### config.mk
export PLATFORM = sky130hd
export DESIGN_NAME = tsrs_core
export DESIGN_NICKNAME = d
export VERILOG_FILES = /design/src/logic/tsrs_pkg.sv /design/src/logic/tsrs_core.sv
export SDC_FILE = /design/constraint.sdc
export NUM_CORES = 1
export LEC_CHECK = 0
export BUFFER_PORTS_ARGS = -buffer_cell sky130_fd_sc_hd__buf_2
export CAP_MARGIN = 20
export CELL_PAD_IN_SITES_DETAIL_PLACEMENT = 1
export CELL_PAD_IN_SITES_GLOBAL_PLACEMENT = 2
export CORE_MARGIN = 5
export CORE_UTILIZATION = 42
export CTS_CLUSTER_DIAMETER = 150
export DETAILED_ROUTE_END_ITERATION = 7
export MAX_ROUTING_LAYER = met4
export PLACE_DENSITY = 0.86
export SYNTH_ARGS = -nofsm -noshare
export SYNTH_HDL_FRONTEND = slang
export SYNTH_SLANG_ARGS = --single-unit
### constraint.sdc
create_clock -name clk -period 3.6 [get_ports clk]
set_clock_uncertainty 0.15 [all_clocks]
set_input_delay 0.36 -clock clk [delete_from_list [all_inputs] [get_ports clk]]
set_output_delay 0.36 -clock clk [all_outputs]
set_load 0.02 [all_outputs]
### src/logic/tsrs_pkg.sv
// Register map, field positions and timing constants of the temperature sensor register bank
package tsrs_pkg;
    // Register pointer values
    localparam logic [7:0]  PTR_CAP       = 8'h00;
    localparam logic [7:0]  PTR_CFG       = 8'h01;
    localparam logic [7:0]  PTR_UPPER     = 8'h02;
    localparam logic [7:0]  PTR_LOWER     = 8'h03;
    localparam logic [7:0]  PTR_CRIT      = 8'h04;
    localparam logic [7:0]  PTR_AMB       = 8'h05;
    localparam logic [7:0]  PTR_MAKER     = 8'h06;
    localparam logic [7:0]  PTR_PART      = 8'h08;
    localparam logic [7:0]  PTR_RES       = 8'h09;
    // Configuration fields
    localparam int          CFG_SHDN_BIT  = 8;
    localparam int          CFG_LOCK_CRIT = 7;
    localparam int          CFG_LOCK_WIN  = 6;
    localparam int          CFG_EVT_STAT  = 4;
    localparam int          CFG_EVT_EN    = 3;
    localparam int          CFG_EVT_POL   = 1;
    localparam logic [15:0] CFG_WMASK     = 16'h06CF;
    localparam logic [15:0] CFG_RESET     = 16'h0000;
    // Limit, resolution and capability fields
    localparam logic [15:0] LIM_MASK      = 16'h1FFC;
    localparam logic [1:0]  RES_RESET     = 2'h1;
    localparam logic [15:0] CAP_BASE      = 16'h00E7;
    localparam int          CAP_RES_LSB   = 3;
    // Ambient word fields
    localparam int          AMB_CRIT_BIT  = 15;
    localparam int          AMB_UPPER_BIT = 14;
    localparam int          AMB_LOWER_BIT = 13;
    localparam int          AMB_SIGN_BIT  = 12;
    localparam int          TEMP_W        = 13;
    // Conversion periods in ms, per resolution code 0..3
    localparam int          CLK_KHZ       = 200000;
    localparam int          CONV_MS_0     = 30;
    localparam int          CONV_MS_1     = 65;
    localparam int          CONV_MS_2     = 130;
    localparam int          CONV_MS_3     = 260;
    localparam int          CONV_CYC_0    = CONV_MS_0 * CLK_KHZ;
    localparam int          CONV_CYC_1    = CONV_MS_1 * CLK_KHZ;
    localparam int          CONV_CYC_2    = CONV_MS_2 * CLK_KHZ;
    localparam int          CONV_CYC_3    = CONV_MS_3 * CLK_KHZ;
    localparam int          TIMER_W       = 26;
    // Serial engine states
    typedef enum logic [2:0] {
        ST_IDLE  = 3'h0,
        ST_ADDR  = 3'h1,
        ST_AACK  = 3'h2,
        ST_WBYTE = 3'h3,
        ST_WACK  = 3'h4,
        ST_RBYTE = 3'h5,
        ST_RACK  = 3'h6
    } tsrs_state_e;
endpackage : tsrs_pkg

### src/logic/tsrs_core.sv
// Temperature sensor register bank behind a two-wire serial slave
// Operation
// Host reads ambient: pointer 05, repeated start, two bytes
// Ambient high byte: three flags, then sign
// Magnitude is high*16 plus low/16 format
// Pointer persists between transactions
// Read-only 16-bit maker identity word
// Pointer 08: part code and revision
// Resolution bits 1-0 choose step, rest zero
// Conversion period follows resolution; reset 0.25C
// Capability register mirrors active resolution
// Resolution changes only during shutdown
// Config bit 8 enters shutdown, stops sampling
// Shutdown holds until bit cleared or reset
// Shutdown cannot be set while locked
// Shutdown may be cleared while locked
// All registers accessible during shutdown
// Alert released and held off in shutdown
// Alert waits one conversion after shutdown
// Capability bits 4-3 show resolution
// Limits unchangeable while either lock set
// Resolution write outside shutdown is ignored
// Identity writes acknowledged, contents unchanged
module tsrs_core
    import tsrs_pkg::*;
#(
    parameter logic [6:0]  DEV_ADDR  = 7'h18,
    parameter logic [15:0] MAKER_ID  = 16'h1A2B, // Arbitrary value
    parameter logic [7:0]  PART_ID   = 8'h5A,    // Arbitrary value
    parameter logic [7:0]  REV_ID    = 8'h11,    // Arbitrary value
    parameter int          CONV0_CYC = tsrs_pkg::CONV_CYC_0,
    parameter int          CONV1_CYC = tsrs_pkg::CONV_CYC_1,
    parameter int          CONV2_CYC = tsrs_pkg::CONV_CYC_2,
    parameter int          CONV3_CYC = tsrs_pkg::CONV_CYC_3
) (
    input  wire logic                        clk,
    input  wire logic                        rst_n,
    input  wire logic                        scl_in,
    input  wire logic                        sda_in,
    output logic                             sda_out,
    output logic                             sda_oe,
    input  wire logic [tsrs_pkg::TEMP_W-1:0] temp_code,
    output logic                             event_out,
    output logic                             sampling_en
);
    import tsrs_pkg::*;

    initial begin
        if (CONV0_CYC < 2 || CONV1_CYC < 2 || CONV2_CYC < 2 || CONV3_CYC < 2 ||
            CONV3_CYC >= (1 << TIMER_W))
            $error("tsrs_core: conversion counts out of range");
    end

    // Two-flop synchronisers, third stage only for edge detection
    logic [1:0]        scl_sync;
    logic [1:0]        sda_sync;
    logic              scl_d;
    logic              sda_d;
    logic [TEMP_W-1:0] temp_s1;
    logic [TEMP_W-1:0] temp_s2;
    always_ff @(posedge clk or negedge rst_n) begin
        if (!rst_n) begin
            scl_sync <= 2'h3;
            sda_sync <= 2'h3;
            scl_d    <= 1'b1;
            sda_d    <= 1'b1;
            temp_s1  <= 13'h0000;
            temp_s2  <= 13'h0000;
        end else begin
            scl_sync <= {scl_sync[0], scl_in};
            sda_sync <= {sda_sync[0], sda_in};
            scl_d    <= scl_sync[1];
            sda_d    <= sda_sync[1];
            temp_s1  <= temp_code;
            temp_s2  <= temp_s1;
        end
    end

    logic scl_rise;
    logic scl_fall;
    logic bus_start;
    logic bus_stop;
    assign scl_rise  = scl_sync[1] && !scl_d;
    assign scl_fall  = !scl_sync[1] && scl_d;
    assign bus_start = scl_sync[1] && scl_d && sda_d && !sda_sync[1];
    assign bus_stop  = scl_sync[1] && scl_d && !sda_d && sda_sync[1];

    // Register state
    logic [15:0]       cfg_reg;
    logic [15:0]       upper_reg;
    logic [15:0]       lower_reg;
    logic [15:0]       crit_reg;
    logic [1:0]        res_reg;
    logic [TEMP_W-1:0] amb_reg;
    logic              valid_reg;
    logic [7:0]        ptr_reg;
    logic              wr_pulse_reg;
    logic [15:0]       wr_word_reg;
    logic              shutdown;
    logic              locked;
    logic              event_active;
    assign shutdown = cfg_reg[CFG_SHDN_BIT];
    assign locked   = cfg_reg[CFG_LOCK_CRIT] || cfg_reg[CFG_LOCK_WIN];

    // Limit flags from the latest result; limits share the ambient scaling
    logic flag_crit;
    logic flag_upper;
    logic flag_lower;
    assign flag_crit  = $signed(amb_reg) >= $signed(crit_reg[TEMP_W-1:0]);
    assign flag_upper = $signed(amb_reg) > $signed(upper_reg[TEMP_W-1:0]);
    assign flag_lower = $signed(amb_reg) < $signed(lower_reg[TEMP_W-1:0]);

    // Word seen by the host for a given pointer; unmapped pointers read zero
    function automatic logic [15:0] read_word(input logic [7:0] p);
        logic [15:0] w;
        w = 16'h0000;
        case (p)
            PTR_CAP:   w = CAP_BASE | (16'(res_reg) << CAP_RES_LSB);
            PTR_CFG:   w = cfg_reg | (16'(event_active) << CFG_EVT_STAT);
            PTR_UPPER: w = upper_reg;
            PTR_LOWER: w = lower_reg;
            PTR_CRIT:  w = crit_reg;
            PTR_AMB:   w = {flag_crit, flag_upper, flag_lower, amb_reg};
            PTR_MAKER: w = MAKER_ID;
            PTR_PART:  w = {PART_ID, REV_ID};
            PTR_RES:   w = {14'h0000, res_reg};
            default:   w = 16'h0000;
        endcase
        return w;
    endfunction : read_word

    // Word for the current pointer; capability word kept for its mirror check
    logic [15:0] rd_now;
    logic [15:0] cap_now;
    always_comb begin
        rd_now  = read_word(ptr_reg);
        cap_now = read_word(PTR_CAP);
    end

    // Serial slave engine; samples on SCL rise, drives on SCL fall
    tsrs_state_e state_reg;
    logic [3:0]  bit_cnt_reg;
    logic [7:0]  shift_reg;
    logic [7:0]  tx_reg;
    logic [15:0] rd_word_reg;
    logic [1:0]  byte_idx_reg;
    logic        rw_reg;
    logic [7:0]  wr_hi_reg;
    always_ff @(posedge clk or negedge rst_n) begin
        if (!rst_n) begin
            state_reg    <= ST_IDLE;
            bit_cnt_reg  <= 4'h0;
            shift_reg    <= 8'h00;
            tx_reg       <= 8'h00;
            rd_word_reg  <= 16'h0000;
            byte_idx_reg <= 2'h0;
            rw_reg       <= 1'b0;
            wr_hi_reg    <= 8'h00;
            ptr_reg      <= 8'h00;
            sda_oe       <= 1'b0;
            wr_pulse_reg <= 1'b0;
            wr_word_reg  <= 16'h0000;
        end else begin
            wr_pulse_reg <= 1'b0;
            if (bus_start) begin
                // Pointer is deliberately left alone here
                state_reg   <= ST_ADDR;
                bit_cnt_reg <= 4'h0;
                sda_oe      <= 1'b0;
            end else if (bus_stop) begin
                state_reg <= ST_IDLE;
                sda_oe    <= 1'b0;
            end else if (scl_rise) begin
                case (state_reg)
                    ST_ADDR, ST_WBYTE: begin
                        shift_reg   <= {shift_reg[6:0], sda_sync[1]};
                        bit_cnt_reg <= bit_cnt_reg + 4'h1;
                    end
                    ST_RACK: begin
                        if (sda_sync[1]) begin
                            state_reg <= ST_IDLE;
                        end
                    end
                    default: begin
                    end
                endcase
            end else if (scl_fall) begin
                case (state_reg)
                    ST_ADDR: begin
                        if (bit_cnt_reg == 4'h8) begin
                            if (shift_reg[7:1] == DEV_ADDR) begin
                                state_reg    <= ST_AACK;
                                sda_oe       <= 1'b1;
                                rw_reg       <= shift_reg[0];
                                byte_idx_reg <= 2'h0;
                            end else begin
                                state_reg <= ST_IDLE;
                            end
                        end
                    end
                    ST_AACK: begin
                        bit_cnt_reg <= 4'h1;
                        if (rw_reg) begin
                            // Word is frozen for the whole read so both bytes match
                            rd_word_reg  <= rd_now;
                            tx_reg       <= {rd_now[14:8], 1'b0};
                            sda_oe       <= ~rd_now[15];
                            byte_idx_reg <= 2'h1;
                            state_reg    <= ST_RBYTE;
                        end else begin
                            sda_oe      <= 1'b0;
                            bit_cnt_reg <= 4'h0;
                            state_reg   <= ST_WBYTE;
                        end
                    end
                    ST_WBYTE: begin
                        if (bit_cnt_reg == 4'h8) begin
                            state_reg <= ST_WACK;
                            sda_oe    <= 1'b1;
                            case (byte_idx_reg)
                                2'h0:    ptr_reg <= shift_reg;
                                2'h1:    wr_hi_reg <= shift_reg;
                                default: begin
                                    wr_pulse_reg <= 1'b1;
                                    wr_word_reg  <= {wr_hi_reg, shift_reg};
                                end
                            endcase
                        end
                    end
                    ST_WACK: begin
                        sda_oe       <= 1'b0;
                        bit_cnt_reg  <= 4'h0;
                        state_reg    <= ST_WBYTE;
                        byte_idx_reg <= (byte_idx_reg == 2'h2) ? 2'h1 : byte_idx_reg + 2'h1;
                    end
                    ST_RBYTE: begin
                        if (bit_cnt_reg == 4'h8) begin
                            sda_oe    <= 1'b0;
                            state_reg <= ST_RACK;
                        end else begin
                            sda_oe      <= ~tx_reg[7];
                            tx_reg      <= {tx_reg[6:0], 1'b0};
                            bit_cnt_reg <= bit_cnt_reg + 4'h1;
                        end
                    end
                    ST_RACK: begin
                        // Host acknowledged, send the other byte of the word
                        bit_cnt_reg  <= 4'h1;
                        state_reg    <= ST_RBYTE;
                        byte_idx_reg <= (byte_idx_reg == 2'h1) ? 2'h2 : 2'h1;
                        if (byte_idx_reg == 2'h1) begin
                            sda_oe <= ~rd_word_reg[7];
                            tx_reg <= {rd_word_reg[6:0], 1'b0};
                        end else begin
                            sda_oe <= ~rd_word_reg[15];
                            tx_reg <= {rd_word_reg[14:8], 1'b0};
                        end
                    end
                    default: begin
                        sda_oe <= 1'b0;
                    end
                endcase
            end
        end
    end

    // Open-drain line: only ever pulled low
    always_ff @(posedge clk or negedge rst_n) begin
        if (!rst_n) begin
            sda_out <= 1'b0;
        end else begin
            sda_out <= 1'b0;
        end
    end

    // Register writes, committed after the low data byte
    logic [15:0] cfg_next;
    always_comb begin
        cfg_next = (cfg_reg & ~CFG_WMASK) | (wr_word_reg & CFG_WMASK);
        cfg_next[CFG_SHDN_BIT] = wr_word_reg[CFG_SHDN_BIT] &&
                                 (shutdown || !locked);
    end

    always_ff @(posedge clk or negedge rst_n) begin
        if (!rst_n) begin
            cfg_reg   <= CFG_RESET;
            upper_reg <= 16'h0000;
            lower_reg <= 16'h0000;
            crit_reg  <= 16'h0000;
            res_reg   <= RES_RESET;
        end else if (wr_pulse_reg) begin
            case (ptr_reg)
                PTR_CFG: cfg_reg <= cfg_next;
                PTR_UPPER: if (!locked) upper_reg <= wr_word_reg & LIM_MASK;
                PTR_LOWER: if (!locked) lower_reg <= wr_word_reg & LIM_MASK;
                PTR_CRIT:  if (!locked) crit_reg <= wr_word_reg & LIM_MASK;
                PTR_RES:   if (shutdown) res_reg <= wr_word_reg[1:0];
                default: begin
                    // Identity words and unmapped pointers keep their contents
                end
            endcase
        end
    end

    // Conversion period follows the active resolution code
    function automatic logic [TIMER_W-1:0] conv_cycles(input logic [1:0] code);
        logic [TIMER_W-1:0] c;
        c = TIMER_W'(CONV1_CYC);
        case (code)
            2'h0:    c = TIMER_W'(CONV0_CYC);
            2'h1:    c = TIMER_W'(CONV1_CYC);
            2'h2:    c = TIMER_W'(CONV2_CYC);
            default: c = TIMER_W'(CONV3_CYC);
        endcase
        return c;
    endfunction : conv_cycles

    // Step mask drops the fraction bits the chosen resolution does not carry
    function automatic logic [TEMP_W-1:0] step_mask(input logic [1:0] code);
        logic [TEMP_W-1:0] m;
        m = {TEMP_W{1'b1}};
        case (code)
            2'h0:    m = 13'h1FF8;
            2'h1:    m = 13'h1FFC;
            2'h2:    m = 13'h1FFE;
            default: m = 13'h1FFF;
        endcase
        return m;
    endfunction : step_mask

    // Conversion timer; held cleared in shutdown so a fresh period follows exit
    logic [TIMER_W-1:0] conv_cnt_reg;
    logic               conv_done;
    assign conv_done = !shutdown && (conv_cnt_reg == conv_cycles(res_reg) - 1'b1);
    always_ff @(posedge clk or negedge rst_n) begin
        if (!rst_n) begin
            conv_cnt_reg <= '0;
            amb_reg      <= 13'h0000;
            valid_reg    <= 1'b0;
        end else if (shutdown) begin
            conv_cnt_reg <= '0;
            valid_reg    <= 1'b0;
        end else if (conv_done) begin
            conv_cnt_reg <= '0;
            amb_reg      <= temp_s2 & step_mask(res_reg);
            valid_reg    <= 1'b1;
        end else begin
            conv_cnt_reg <= conv_cnt_reg + 1'b1;
        end
    end

    // Event output in comparator form, gated by enable, shutdown and fresh result
    assign event_active = valid_reg && !shutdown && cfg_reg[CFG_EVT_EN] &&
                          (flag_crit || flag_upper || flag_lower);
    always_ff @(posedge clk or negedge rst_n) begin
        if (!rst_n) begin
            event_out   <= 1'b1;
            sampling_en <= 1'b1;
        end else begin
            event_out   <= cfg_reg[CFG_EVT_POL] ? event_active : !event_active;
            sampling_en <= !shutdown;
        end
    end
endmodule : tsrs_core

==> results by group, run 1 <==
Final layout
  • Reg area: roughly 4700 um2
  • Fin nets: a little under 1000
  • Max reg flops: 26
  • Layout cells sized above 1: 0.190
  • Fill cells: approximately 2400
  • Area of the multi-input gates: 4350 um2
  • ANT cells: 0
  • Layout area overhead: 13.2%
  • Final instance area: roughly 11000 um2

Power and ir drop
  • Gate power share: 0.102
  • LEAKAGE: ~0.0049 uW
  • Clock power frac: 0.405
  • Sw Share: 0.298
  • Power Total: 4780 uW
  • Flop pwr share: 0.494
  • Worst vdd ir: roughly 0.22 mV
  • P_sw: 1420 uW
  • Cell-internal power: 3350 uW
  • PwrDens: 450 nW/um2

Timing
  • Max-slew violations: 0
  • RSZ-0062 raised after global routing: no
  • Slew HR: 0.323
  • Final cycle utilization of the critical path: 0.946
  • Final setup vio count: 0
  • Min cycle time layout: 3410 ps
  • Fmax achieved: 0.294 GHz
  • Final hold violations: 0
  • Worst slew pin tran: ~1000 ps
  • Setup tns final: 0 ps

Global route
  • Total grt overflow: 0
  • Initial antenna violation count: 0
  • Tot GR Track Use: 0.202
  • Vias in the first global route: 7178
  • First-pass GRT wire length: between 30000 and 40000 um
  • Largest net degree at the start of global routing: between 90 and 100

Detailed routing
  • Final wirelength: 24300 um
  • Vias post-DR: 6838
  • 1st-iter DRT viols: 404
  • Final ANT Viol Nets: 0
  • DRC viols: 0
  • Per-cell routed wire length: 20.2 um
  • DRT Pass-1 Iters: 5
  • Vias/cell: between 5 and 6

Yosys
  • Number of unique standard cell types used by synthesis: 68
  • Area share of the largest cell type after synthesis: 0.475
  • Ys async rst share: 1.00
  • Most area-hungry cell type in the Yosys netlist: dfrtp_1
  • Post-synthesis average cell area: 10.7 um2
  • Top cells by area, synth: dfrtp_1 (48%), mux2_2 (10%), ha_1 (6.3%), nand2_1 (2.9%), nor2_1 (2.9%)
  • Post-Synthesis Cell Area: 9380 um2
  • Post-synth EDFFs: 0
  • Register bit count reported by yosys: 187
  • Synth top cells by count: dfrtp_1 (178), mux2_2 (87), nand2_1 (73)
  • Register area share after synthesis: 0.500
  • Synth Warn #: 0
  • Syn_nets: ~940
  • Syn Inst Count: about 870
  • Most instantiated library cell after synthesis: dfrtp_1
  • Main synth FF type: dfrtp_1

Floorplan
  • Die X: around 160 um
  • Die Area: 25400 um2
  • Die Y: 159 um
  • CORE AREA: 21900 um2
  • Starting Density: 0.428
  • Row cnt: 54
  • # IOs: 21

Run status
  • Run status: finished clean

Worst setup path
  • CP endpoint: amb_reg[9]
  • Crit Path Category: reg -> reg
  • CP Launch Type: flip-flop
  • Crit path capture type: flip-flop
  • R2R Path Start: res_reg[0]
  • Crit. Startpoint: res_reg[0]
  • Crit path arrival time: 3590 ps
  • Worst EP required: 3780 ps
  • FF-to-FF path depth: 8
  • FF-to-FF End: amb_reg[9]
  • Critical-path maximum fanout: 13
  • R2R Setup Slk: 190 ps

Clock tree
  • Reg clk slew, reported paths: 80 ps
  • H-Tree Depth: 4
  • CTS Buf Count: 17
  • Worst skew pair latency: 450 ps
  • CTS tree: done
  • CTS Buffer Depth: 2
  • Clock sink count: roughly 190
  • Root Buffer: clkbuf_16

Hold path
  • Hold Crit Class: reg -> reg

Placement
  • HPWL after DPL: 17400 um
  • GP Congestion: 0.811
  • Port buffer count: 19
  • Post-Place Cell Area: ~10000 um2

Job
  • Max Cap Viol: 0
-- how the worst min path moves through the flow --
stage | startpoint | to | slack (ps) | cells after the start
3_5_place_dp | temp_s1[9] | temp_s2[9] | 190 | 0
5_1_grt | sda_sync[0] | sda_sync[1] | 210 | 0
2_1_floorplan | rst_n | amb_reg[0] | -90 | 0
3_3_place_gp | temp_s1[12] | temp_s2[12] | 180 | 0
6_report | temp_s1[11] | temp_s2[11] | 200 | 0
4_1_cts | temp_s1[11] | temp_s2[11] | 210 | 0
-- cell usage in the layout, fill, tap and decap left out, drive strengths merged, types with 11 or more instances in the layout --
master	n
a21oi	30
and3	11
buf	33
clkbuf	18
dfrtp	178
dlygate4sd3	16
ha	47
inv	62
mux2	87
nand2	74
nand3	24
nor2	74
nor3	15
nor4	11
o21ai	51
xnor2	19
xor2	15
-- logic make-up after synthesis --
| kind of cell | count (synthesis) | share of synthesized area |
|---|---|---|
| simple gates | 264 | 0.141 |
| flops | 187 | 0.500 |
| compound gates | 158 | 0.112 |
| mux | 97 | 0.115 |
| buf+inv | 85 | 0.0359 |
| fa+ha+maj | 47 | 0.0627 |
| xor+xnor | 34 | 0.0318 |
| other cells | 1 | 0.000400 |
-- power by group through the flow --
stage	Clock, uW	Sequential (uW)	Combinational [uW]
after floorplan	0	2320	358
after global placement	0	2400	461
after detailed placement	0	2400	469
after CTS	1980	2360	487
after global routing	2070	2380	555
final	1930	2360	486
-- layout make-up --
class | instances | area share
multi-input combinational | 601 | 0.410
clock inverter | 15 | 0.0183
timing repair buffer | 50 | 0.0378
tap | 280 | 0.0330
sequential | 187 | 0.442
clock buffer | 17 | 0.0401
inverter | 55 | 0.0194
-- routing by layer --
metal,GRT usage,part of all wire,up-vias
li1,-,-,3199
met1,0.261,0.46,3472
met2,0.321,0.48,128
met3,0.0373,0.035,39
met4,0.0682,0.023,0
met5,-,0,-
-- worst max-delay path, cell delays in order, from the launching register on --
cell,delay (ps)
dfstp_2,600
inv_1,140
ha_1,330
or4b_1,510
mux2i_1,190
nand4_1,120
or4_4,470
nor2_4,380
mux2_2,390
-- metrics by stage --
step | util | hold WS [ps] | instances | setup slack (ps)
5_1_grt | 0.485 | 209 | 1205 | 75.5
2_1_floorplan | - | -85.6 | 873 | 529
6_report | 0.485 | 205 | 1205 | 195
3_3_place_gp | 0.449 | 184 | 1157 | 282
4_1_cts | 0.485 | 207 | 1205 | 171
3_5_place_dp | 0.449 | 186 | 1157 | 178
-- what timing repair did --
action | in CTS | in global routing
setup buffers | 0 | 0
hold buffers | 16 | 0
gates resized for setup | 0 | 0
hold endpoints to repair | 108 | 0
Power figures use the tool's default switching activity.
==> run 2, diff against run 1 <==
--- a/config.mk
+++ b/config.mk
@@ -13,7 +13,6 @@
 export CORE_UTILIZATION = 42
 export CTS_CLUSTER_DIAMETER = 150
 export DETAILED_ROUTE_END_ITERATION = 7
-export MAX_ROUTING_LAYER = met4
 export PLACE_DENSITY = 0.86
 export SYNTH_ARGS = -nofsm -noshare
 export SYNTH_HDL_FRONTEND = slang
==> run 2 against run 1 <==
Against the previous run:
- critical path depth stayed put
- clock power is essentially flat
- count of clock-buffer cells in the layout unchanged
- register-to-register slack hardly changed
- final area unchanged
- sequential power about the same
- worst hold slack improved by 1.7 ps
- highest routed layer unchanged
==> results by group, run 2 (synthesis gave the netlist of run 1 again) <==
Detailed routing
  • 1st-iter DRT viols: 395 (was 404)
  • DRC viols: 0 (unchanged)
  • Final wirelength: 24300 um (about the same)
  • Final ANT Viol Nets: 0 (unchanged)
  • Vias/cell: 5.65 (was 5.67)
  • Per-cell routed wire length: 20.2 um (about the same)
  • Vias post-DR: 6803 (was 6838)
  • DRT Pass-1 Iters: 5 (unchanged)

Job
  • Max Cap Viol: 0 (unchanged)

Hold path
  • Min-Delay Path Depth: 0 (unchanged)
  • Hold Crit Class: reg -> reg (unchanged)
  • Hold path start: temp_s1[11] (unchanged)
  • Worst hold endpoint: temp_s2[11] (unchanged)

Final layout
  • Layout area overhead: 13.2% (unchanged)
  • ANT cells: 0 (unchanged)
  • Layout cells sized above 1: 0.190 (unchanged)
  • Final instance area: 10600 um2 (unchanged)
  • Fin nets: 976 (unchanged)
  • Most frequent cells in the layout: dfrtp_1 (178), mux2_2 (87), nand2_1 (73) (unchanged)
  • Fill cells: 2413 (unchanged)
  • Commonest non-fill, non-tap cell in the layout: dfrtp_1 (unchanged)
  • Max reg flops: 26 (unchanged)

Global route
  • Initial antenna violation count: 0 (unchanged)
  • First-pass GRT wire length: 39800 um (about the same)
  • Vias in the first global route: 7186 (was 7178)
  • Total grt overflow: 0 (unchanged)
  • Tot GR Track Use: 0.195 (was 0.202)
  • Largest net degree at the start of global routing: 97 (unchanged)

Power and ir drop
  • Clock power frac: 0.404 (was 0.405)
  • Worst vdd ir: 0.223 mV (was 0.222 mV)
  • LEAKAGE: 0.00485 uW (unchanged)
  • Gate power share: 0.102 (about the same)
  • Cell-internal power: 3350 uW (about the same)
  • PwrDens: 450 nW/um2 (about the same)
  • P_sw: 1420 uW (about the same)
  • Flop pwr share: 0.494 (about the same)
  • Sw Share: 0.298 (about the same)

Timing
  • Min cycle time layout: 3410 ps (about the same)
  • Setup tns final: 0 ps (unchanged)
  • Final cycle utilization of the critical path: 0.947 (was 0.946)
  • Slew HR: 0.318 (was 0.323)
  • RSZ-0062 raised after global routing: no (unchanged)
  • Final setup vio count: 0 (unchanged)
  • Fmax achieved: 0.293 GHz (was 0.294 GHz)
  • Final hold violations: 0 (unchanged)
  • Max-slew violations: 0 (unchanged)
  • Worst slew pin tran: 1010 ps (about the same)

Worst setup path
  • Crit Path Category: reg -> reg (unchanged)
  • Largest stage delay on the critical path: 610 ps (was 600 ps)
  • Crit path arrival time: 3590 ps (about the same)
  • CP Buf/Inv Count: 1 (unchanged)
  • Critical-path maximum fanout: 13 (unchanged)
  • FF-to-FF End: amb_reg[9] (unchanged)
  • Crit path capture type: flip-flop (unchanged)
  • Worst EP required: 3780 ps (about the same)
  • CP Launch Type: flip-flop (unchanged)
  • R2R Setup Slk: 190 ps (about the same)
  • FF-to-FF path depth: 8 (unchanged)
  • Top delay family on crit path: simple AND/OR/NAND/NOR gates (unchanged)
  • Crit-path cells: inv_1, ha_1, or4b_1, mux2i_1, nand4_1, or4_4, nor2_4, mux2_2 (unchanged)
  • Stages on the worst setup path: 8 (unchanged)
  • CP max stage cell: dfstp_2 (unchanged)
  • R2R Path Start: res_reg[0] (unchanged)

Clock tree
  • Reg clk slew, reported paths: 80 ps (about the same)
  • Clock sink count: 187 (unchanged)
  • CTS Buf Count: 17 (unchanged)
  • H-Tree Depth: 4 (unchanged)
  • Post-CTS Setup Bufs: 0 (unchanged)
  • CTS Buffer Depth: 2 (unchanged)
  • CTS tree: done (unchanged)
  • Root Buffer: clkbuf_16 (unchanged)
  • Worst skew pair latency: 450 ps (about the same)

Placement
  • Port buffer count: 19 (unchanged)
  • HPWL after DPL: 17400 um (unchanged)
  • Post-Place Cell Area: 9840 um2 (unchanged)
  • GP Congestion: 0.799 (was 0.811)

Floorplan
  • Die X: 159 um (unchanged)
  • Starting Density: 0.428 (unchanged)
  • # IOs: 21 (unchanged)
  • Die Y: 159 um (unchanged)
  • CORE AREA: 21900 um2 (unchanged)
  • Die Area: 25400 um2 (unchanged)
  • Row cnt: 54 (unchanged)

Run status
  • Run status: finished clean (unchanged)
## run 2: cell counts in the layout (fill, tap and decap cells not counted)
No cell type changed its count.
## run 2: power groups by stage
| stage | Sequential [uW] | Clock, uW | Combinational (uW) |
|---|---|---|---|
| CTS | 2360 | 1980 | 487 |
| floorplan | 2320 | 0 | 358 |
| global route | 2380 | 2070 | 555 |
| detailed placement | 2400 | 0 | 469 |
| global placement | 2400 | 0 | 461 |
| finish | 2360 | 1930 | 487 |
## run 2: stage by stage
step | total power, uW | util | hold WS, ps | instances | worst slack, ps
3_5_place_dp | 2870 | 0.449 | 186 | 1157 | 178
3_3_place_gp | 2860 | 0.449 | 184 | 1157 | 282
4_1_cts | 4830 | 0.485 | 207 | 1205 | 171
6_report | 4780 | 0.485 | 207 | 1205 | 192
2_1_floorplan | 2680 | - | -85.6 | 873 | 529
5_1_grt | 5010 | 0.485 | 209 | 1205 | 69.7
## run 2: worst max path at each step
stage,endpoint,slack [ps],from
CTS,amb_reg[9],170,res_reg[0]
floorplan,amb_reg[10],530,res_reg[0]
global placement,amb_reg[12],280,res_reg[0]
finish,amb_reg[9],190,res_reg[0]
global route,amb_reg[9],70,res_reg[0]
detailed placement,amb_reg[5],180,res_reg[0]
## run 2: layout make-up
type	instances	area, um2	area share
Timing Repair Buffer	50	402	0.0378
Sequential cell	187	4690	0.442
Clock buffer	17	425	0.0401
Inverter	55	206	0.0194
Tap cell	280	350	0.0330
Clock inverter	15	194	0.0183
Multi-Input combinational cell	601	4350	0.410
## run 2: routing by layer
metal  vias to the layer above  track usage  wire (um)
met5                         -            0          0
met4                         0       0.0636        534
met3                        37       0.0396        890
met2                       116        0.321      11700
met1                      3465        0.260      11100
li1                       3185            -          -
## run 2: what timing repair did
action	4_1_cts	5_1_grt
hold endpoints to repair	108	0
hold buffers	16	0
gates resized for setup	0	0
==> run 3, diff against run 2 <==
--- a/config.mk
+++ b/config.mk
@@ -9,6 +9,7 @@
 export CAP_MARGIN = 20
 export CELL_PAD_IN_SITES_DETAIL_PLACEMENT = 1
 export CELL_PAD_IN_SITES_GLOBAL_PLACEMENT = 2
+export CORE_ASPECT_RATIO = 0.6
 export CORE_MARGIN = 5
 export CORE_UTILIZATION = 42
 export CTS_CLUSTER_DIAMETER = 150
==> run 3 against run 2 <==
Against the previous run:
- wire length rose by 6.1%
- power increased by 1.9%
- final cell count increased by 0.66%
- sequential cell count stayed put
- clock power rose by 4%
- register-to-register slack is essentially flat
- maximum frequency increased by 0.22%
- critical path depth is the same
- count of clock-buffer cells in the layout increased by 3
- critical path type unchanged
==> results by group, run 3 (synthesis gave the netlist of run 1 again) <==
Run status
  • Run status: finished clean (unchanged)

Detailed routing
  • DRT met1 WL: 13300 um (was 11100 um)
  • Per-cell routed wire length: 21.3 um (was 20.2 um)
  • WL met3: 1840 um (was 890 um)
  • DRC viols: 0 (unchanged)
  • Vias/cell: 5.70 (was 5.65)
  • DR top layer: met4 (unchanged)
  • 1st-iter DRT viols: 524 (was 395)
  • DRT Pass-1 Iters: 6 (was 5)
  • Final wirelength: 25800 um (was 24300 um)
  • Vias post-DR: 6913 (was 6803)
  • Final ANT Viol Nets: 0 (unchanged)
  • Wire length on met2: 10300 um (was 11700 um)

Power and ir drop
  • Gate power share: 0.102 (about the same)
  • PwrDens: 458 nW/um2 (was 450 nW/um2)
  • P_sw: 1330 uW (was 1420 uW)
  • Flop pwr share: 0.485 (was 0.494)
  • Sw Share: 0.272 (was 0.298)
  • Worst vdd ir: 0.355 mV (was 0.223 mV)
  • Cell-internal power: 3540 uW (was 3350 uW)
  • Power Total: 4870 uW (was 4780 uW)
  • LEAKAGE: 0.00486 uW (was 0.00485 uW)
  • Clock power frac: 0.413 (was 0.404)

Timing
  • Setup tns final: 0 ps (unchanged)
  • Final hold violations: 0 (unchanged)
  • RSZ-0062 raised after global routing: no (unchanged)
  • Min cycle time layout: 3400 ps (was 3410 ps)
  • Final cycle utilization of the critical path: 0.944 (was 0.947)
  • Slew HR: 0.370 (was 0.318)
  • Worst slew pin tran: 936 ps (was 1010 ps)
  • Max-slew violations: 0 (unchanged)
  • Fmax achieved: 0.294 GHz (was 0.293 GHz)
  • Final setup vio count: 0 (unchanged)

Global route
  • Vias in the first global route: 7032 (was 7186)
  • Initial antenna violation count: 0 (unchanged)
  • Tot GR Track Use: 0.210 (was 0.195)
  • Largest net degree at the start of global routing: 87 (was 97)
  • First-pass GRT wire length: 41700 um (was 39800 um)
  • Total grt overflow: 0 (unchanged)

Floorplan
  • Die Area: 25500 um2 (was 25400 um2)
  • CORE AREA: 22000 um2 (was 21900 um2)
  • Starting Density: 0.426 (was 0.428)
  • Row cnt: 42 (was 54)
  • # IOs: 21 (unchanged)
  • Die Y: 126 um (was 159 um)
  • Die X: 203 um (was 159 um)

Final layout
  • Commonest non-fill, non-tap cell in the layout: dfrtp_1 (unchanged)
  • Fin nets: 978 (was 976)
  • Final std cells w/o fill: 1213 (was 1205)
  • ANT cells: 0 (unchanged)
  • Fill cells: 2396 (was 2413)
  • Layout area overhead: 13.3% (was 13.2%)
  • Layout cells sized above 1: 0.191 (was 0.190)
  • Max reg flops: 26 (unchanged)
  • Most frequent cells in the layout: dfrtp_1 (178), mux2_2 (87), nand2_1 (73) (unchanged)

Worst setup path
  • CP max stage cell: dfstp_2 (unchanged)
  • Worst EP required: 3790 ps (was 3780 ps)
  • Crit Path Category: reg -> reg (unchanged)
  • Crit path arrival time: 3590 ps (about the same)
  • Crit-path cells: inv_1, ha_1, or4b_1, mux2i_1, nand4_1, or4_4, nor2_4, mux2_2 (unchanged)
  • Critical-path maximum fanout: 11 (was 13)
  • Largest stage delay on the critical path: 590 ps (was 610 ps)
  • CP Launch Type: flip-flop (unchanged)
  • Crit path capture type: flip-flop (unchanged)

Clock tree
  • Clock sink count: 187 (unchanged)
  • CTS Buf Count: 17 (unchanged)
  • CTS Buffer Depth: 2 (unchanged)
  • H-Tree Depth: 4 (unchanged)
  • Post-CTS Setup Bufs: 0 (unchanged)
  • Reg clk slew, reported paths: 70 ps (was 80 ps)
  • CTS tree: done (unchanged)
  • Hold-fix buffers, CTS: 16 (unchanged)
  • Gates resized, CTS repair: 0 (unchanged)
  • Root Buffer: clkbuf_16 (unchanged)
  • Worst skew pair latency: 450 ps (about the same)

Placement
  • Port buffer count: 19 (unchanged)
  • GP Congestion: 0.866 (was 0.799)
  • HPWL after DPL: 18900 um (was 17400 um)
  • Placed insts: 1165 (was 1157)

Job
  • Max Cap Viol: 0 (unchanged)

Hold path
  • Hold Crit Class: reg -> reg (unchanged)
run 3: cell count changes in the layout (fill, tap and decap cells not counted), sizes merged:
cell,delta
clkinv,-6
clkbuf,+3
buf,+2
inv,-2
clkinvlp,+2
bufinv,+3
run 3: routing by layer:
metal	vias up	global-route usage
met4	0	0.0574
met5	-	0
li1	3198	-
met1	3520	0.333
met3	19	0.0552
met2	176	0.278
run 3: power groups by stage:
| stage | combinational, uW | clock [uW] | sequential, uW |
|---|---|---|---|
| after floorplan | 358 | 0 | 2320 |
| after global placement | 471 | 0 | 2390 |
| after detailed placement | 485 | 0 | 2400 |
| after CTS | 503 | 2060 | 2360 |
| after global routing | 563 | 2160 | 2380 |
| final | 496 | 2010 | 2360 |
run 3: path summary, 6_finish.rpt:
kind	end	startpoint	slack, ps	cells after the start
hold / removal	temp_s2[7]	temp_s1[7]	190	0
hold reg to reg	temp_s2[7]	temp_s1[7]	190	0
setup / recovery	amb_reg[8]	res_reg[0]	200	8
max in group asynchronous	sampling_en	rst_n	1990	3
min in group asynchronous	temp_s2[12]	rst_n	350	2
setup reg to reg	amb_reg[8]	res_reg[0]	200	8
run 3: layout make-up:
class                   count  area (um2)  area share
clock inverters            12         159      0.0150
inverters                  55         206      0.0194
clock buffers              20         457      0.0430
flip-flops and latches    187        4690       0.442
repair buffers             52         404      0.0380
multi-input cells         601        4350       0.409
well taps                 286         358      0.0337
run 3: critical path, delay by kind of cell, from the launching register on:
| kind | cells | cell delay, ps |
|---|---|---|
| muxes | 2 | 610 |
| DFF | 1 | 590 |
| and+or+nand+nor | 4 | 1480 |
| buffers and inverters | 1 | 130 |
| adders and majority gates | 1 | 320 |
run 3: stage by stage:
stage          setup slack, ps  cell area (um2)  hold slack [ps]  utilization
3_5_place_dp               197             9850              186        0.447
5_1_grt                   76.5            10600              202        0.482
3_3_place_gp               297             9850              181        0.447
6_report                   200            10600              195        0.482
4_1_cts                    186            10600              200        0.482
2_1_floorplan              529             9380            -85.6            -
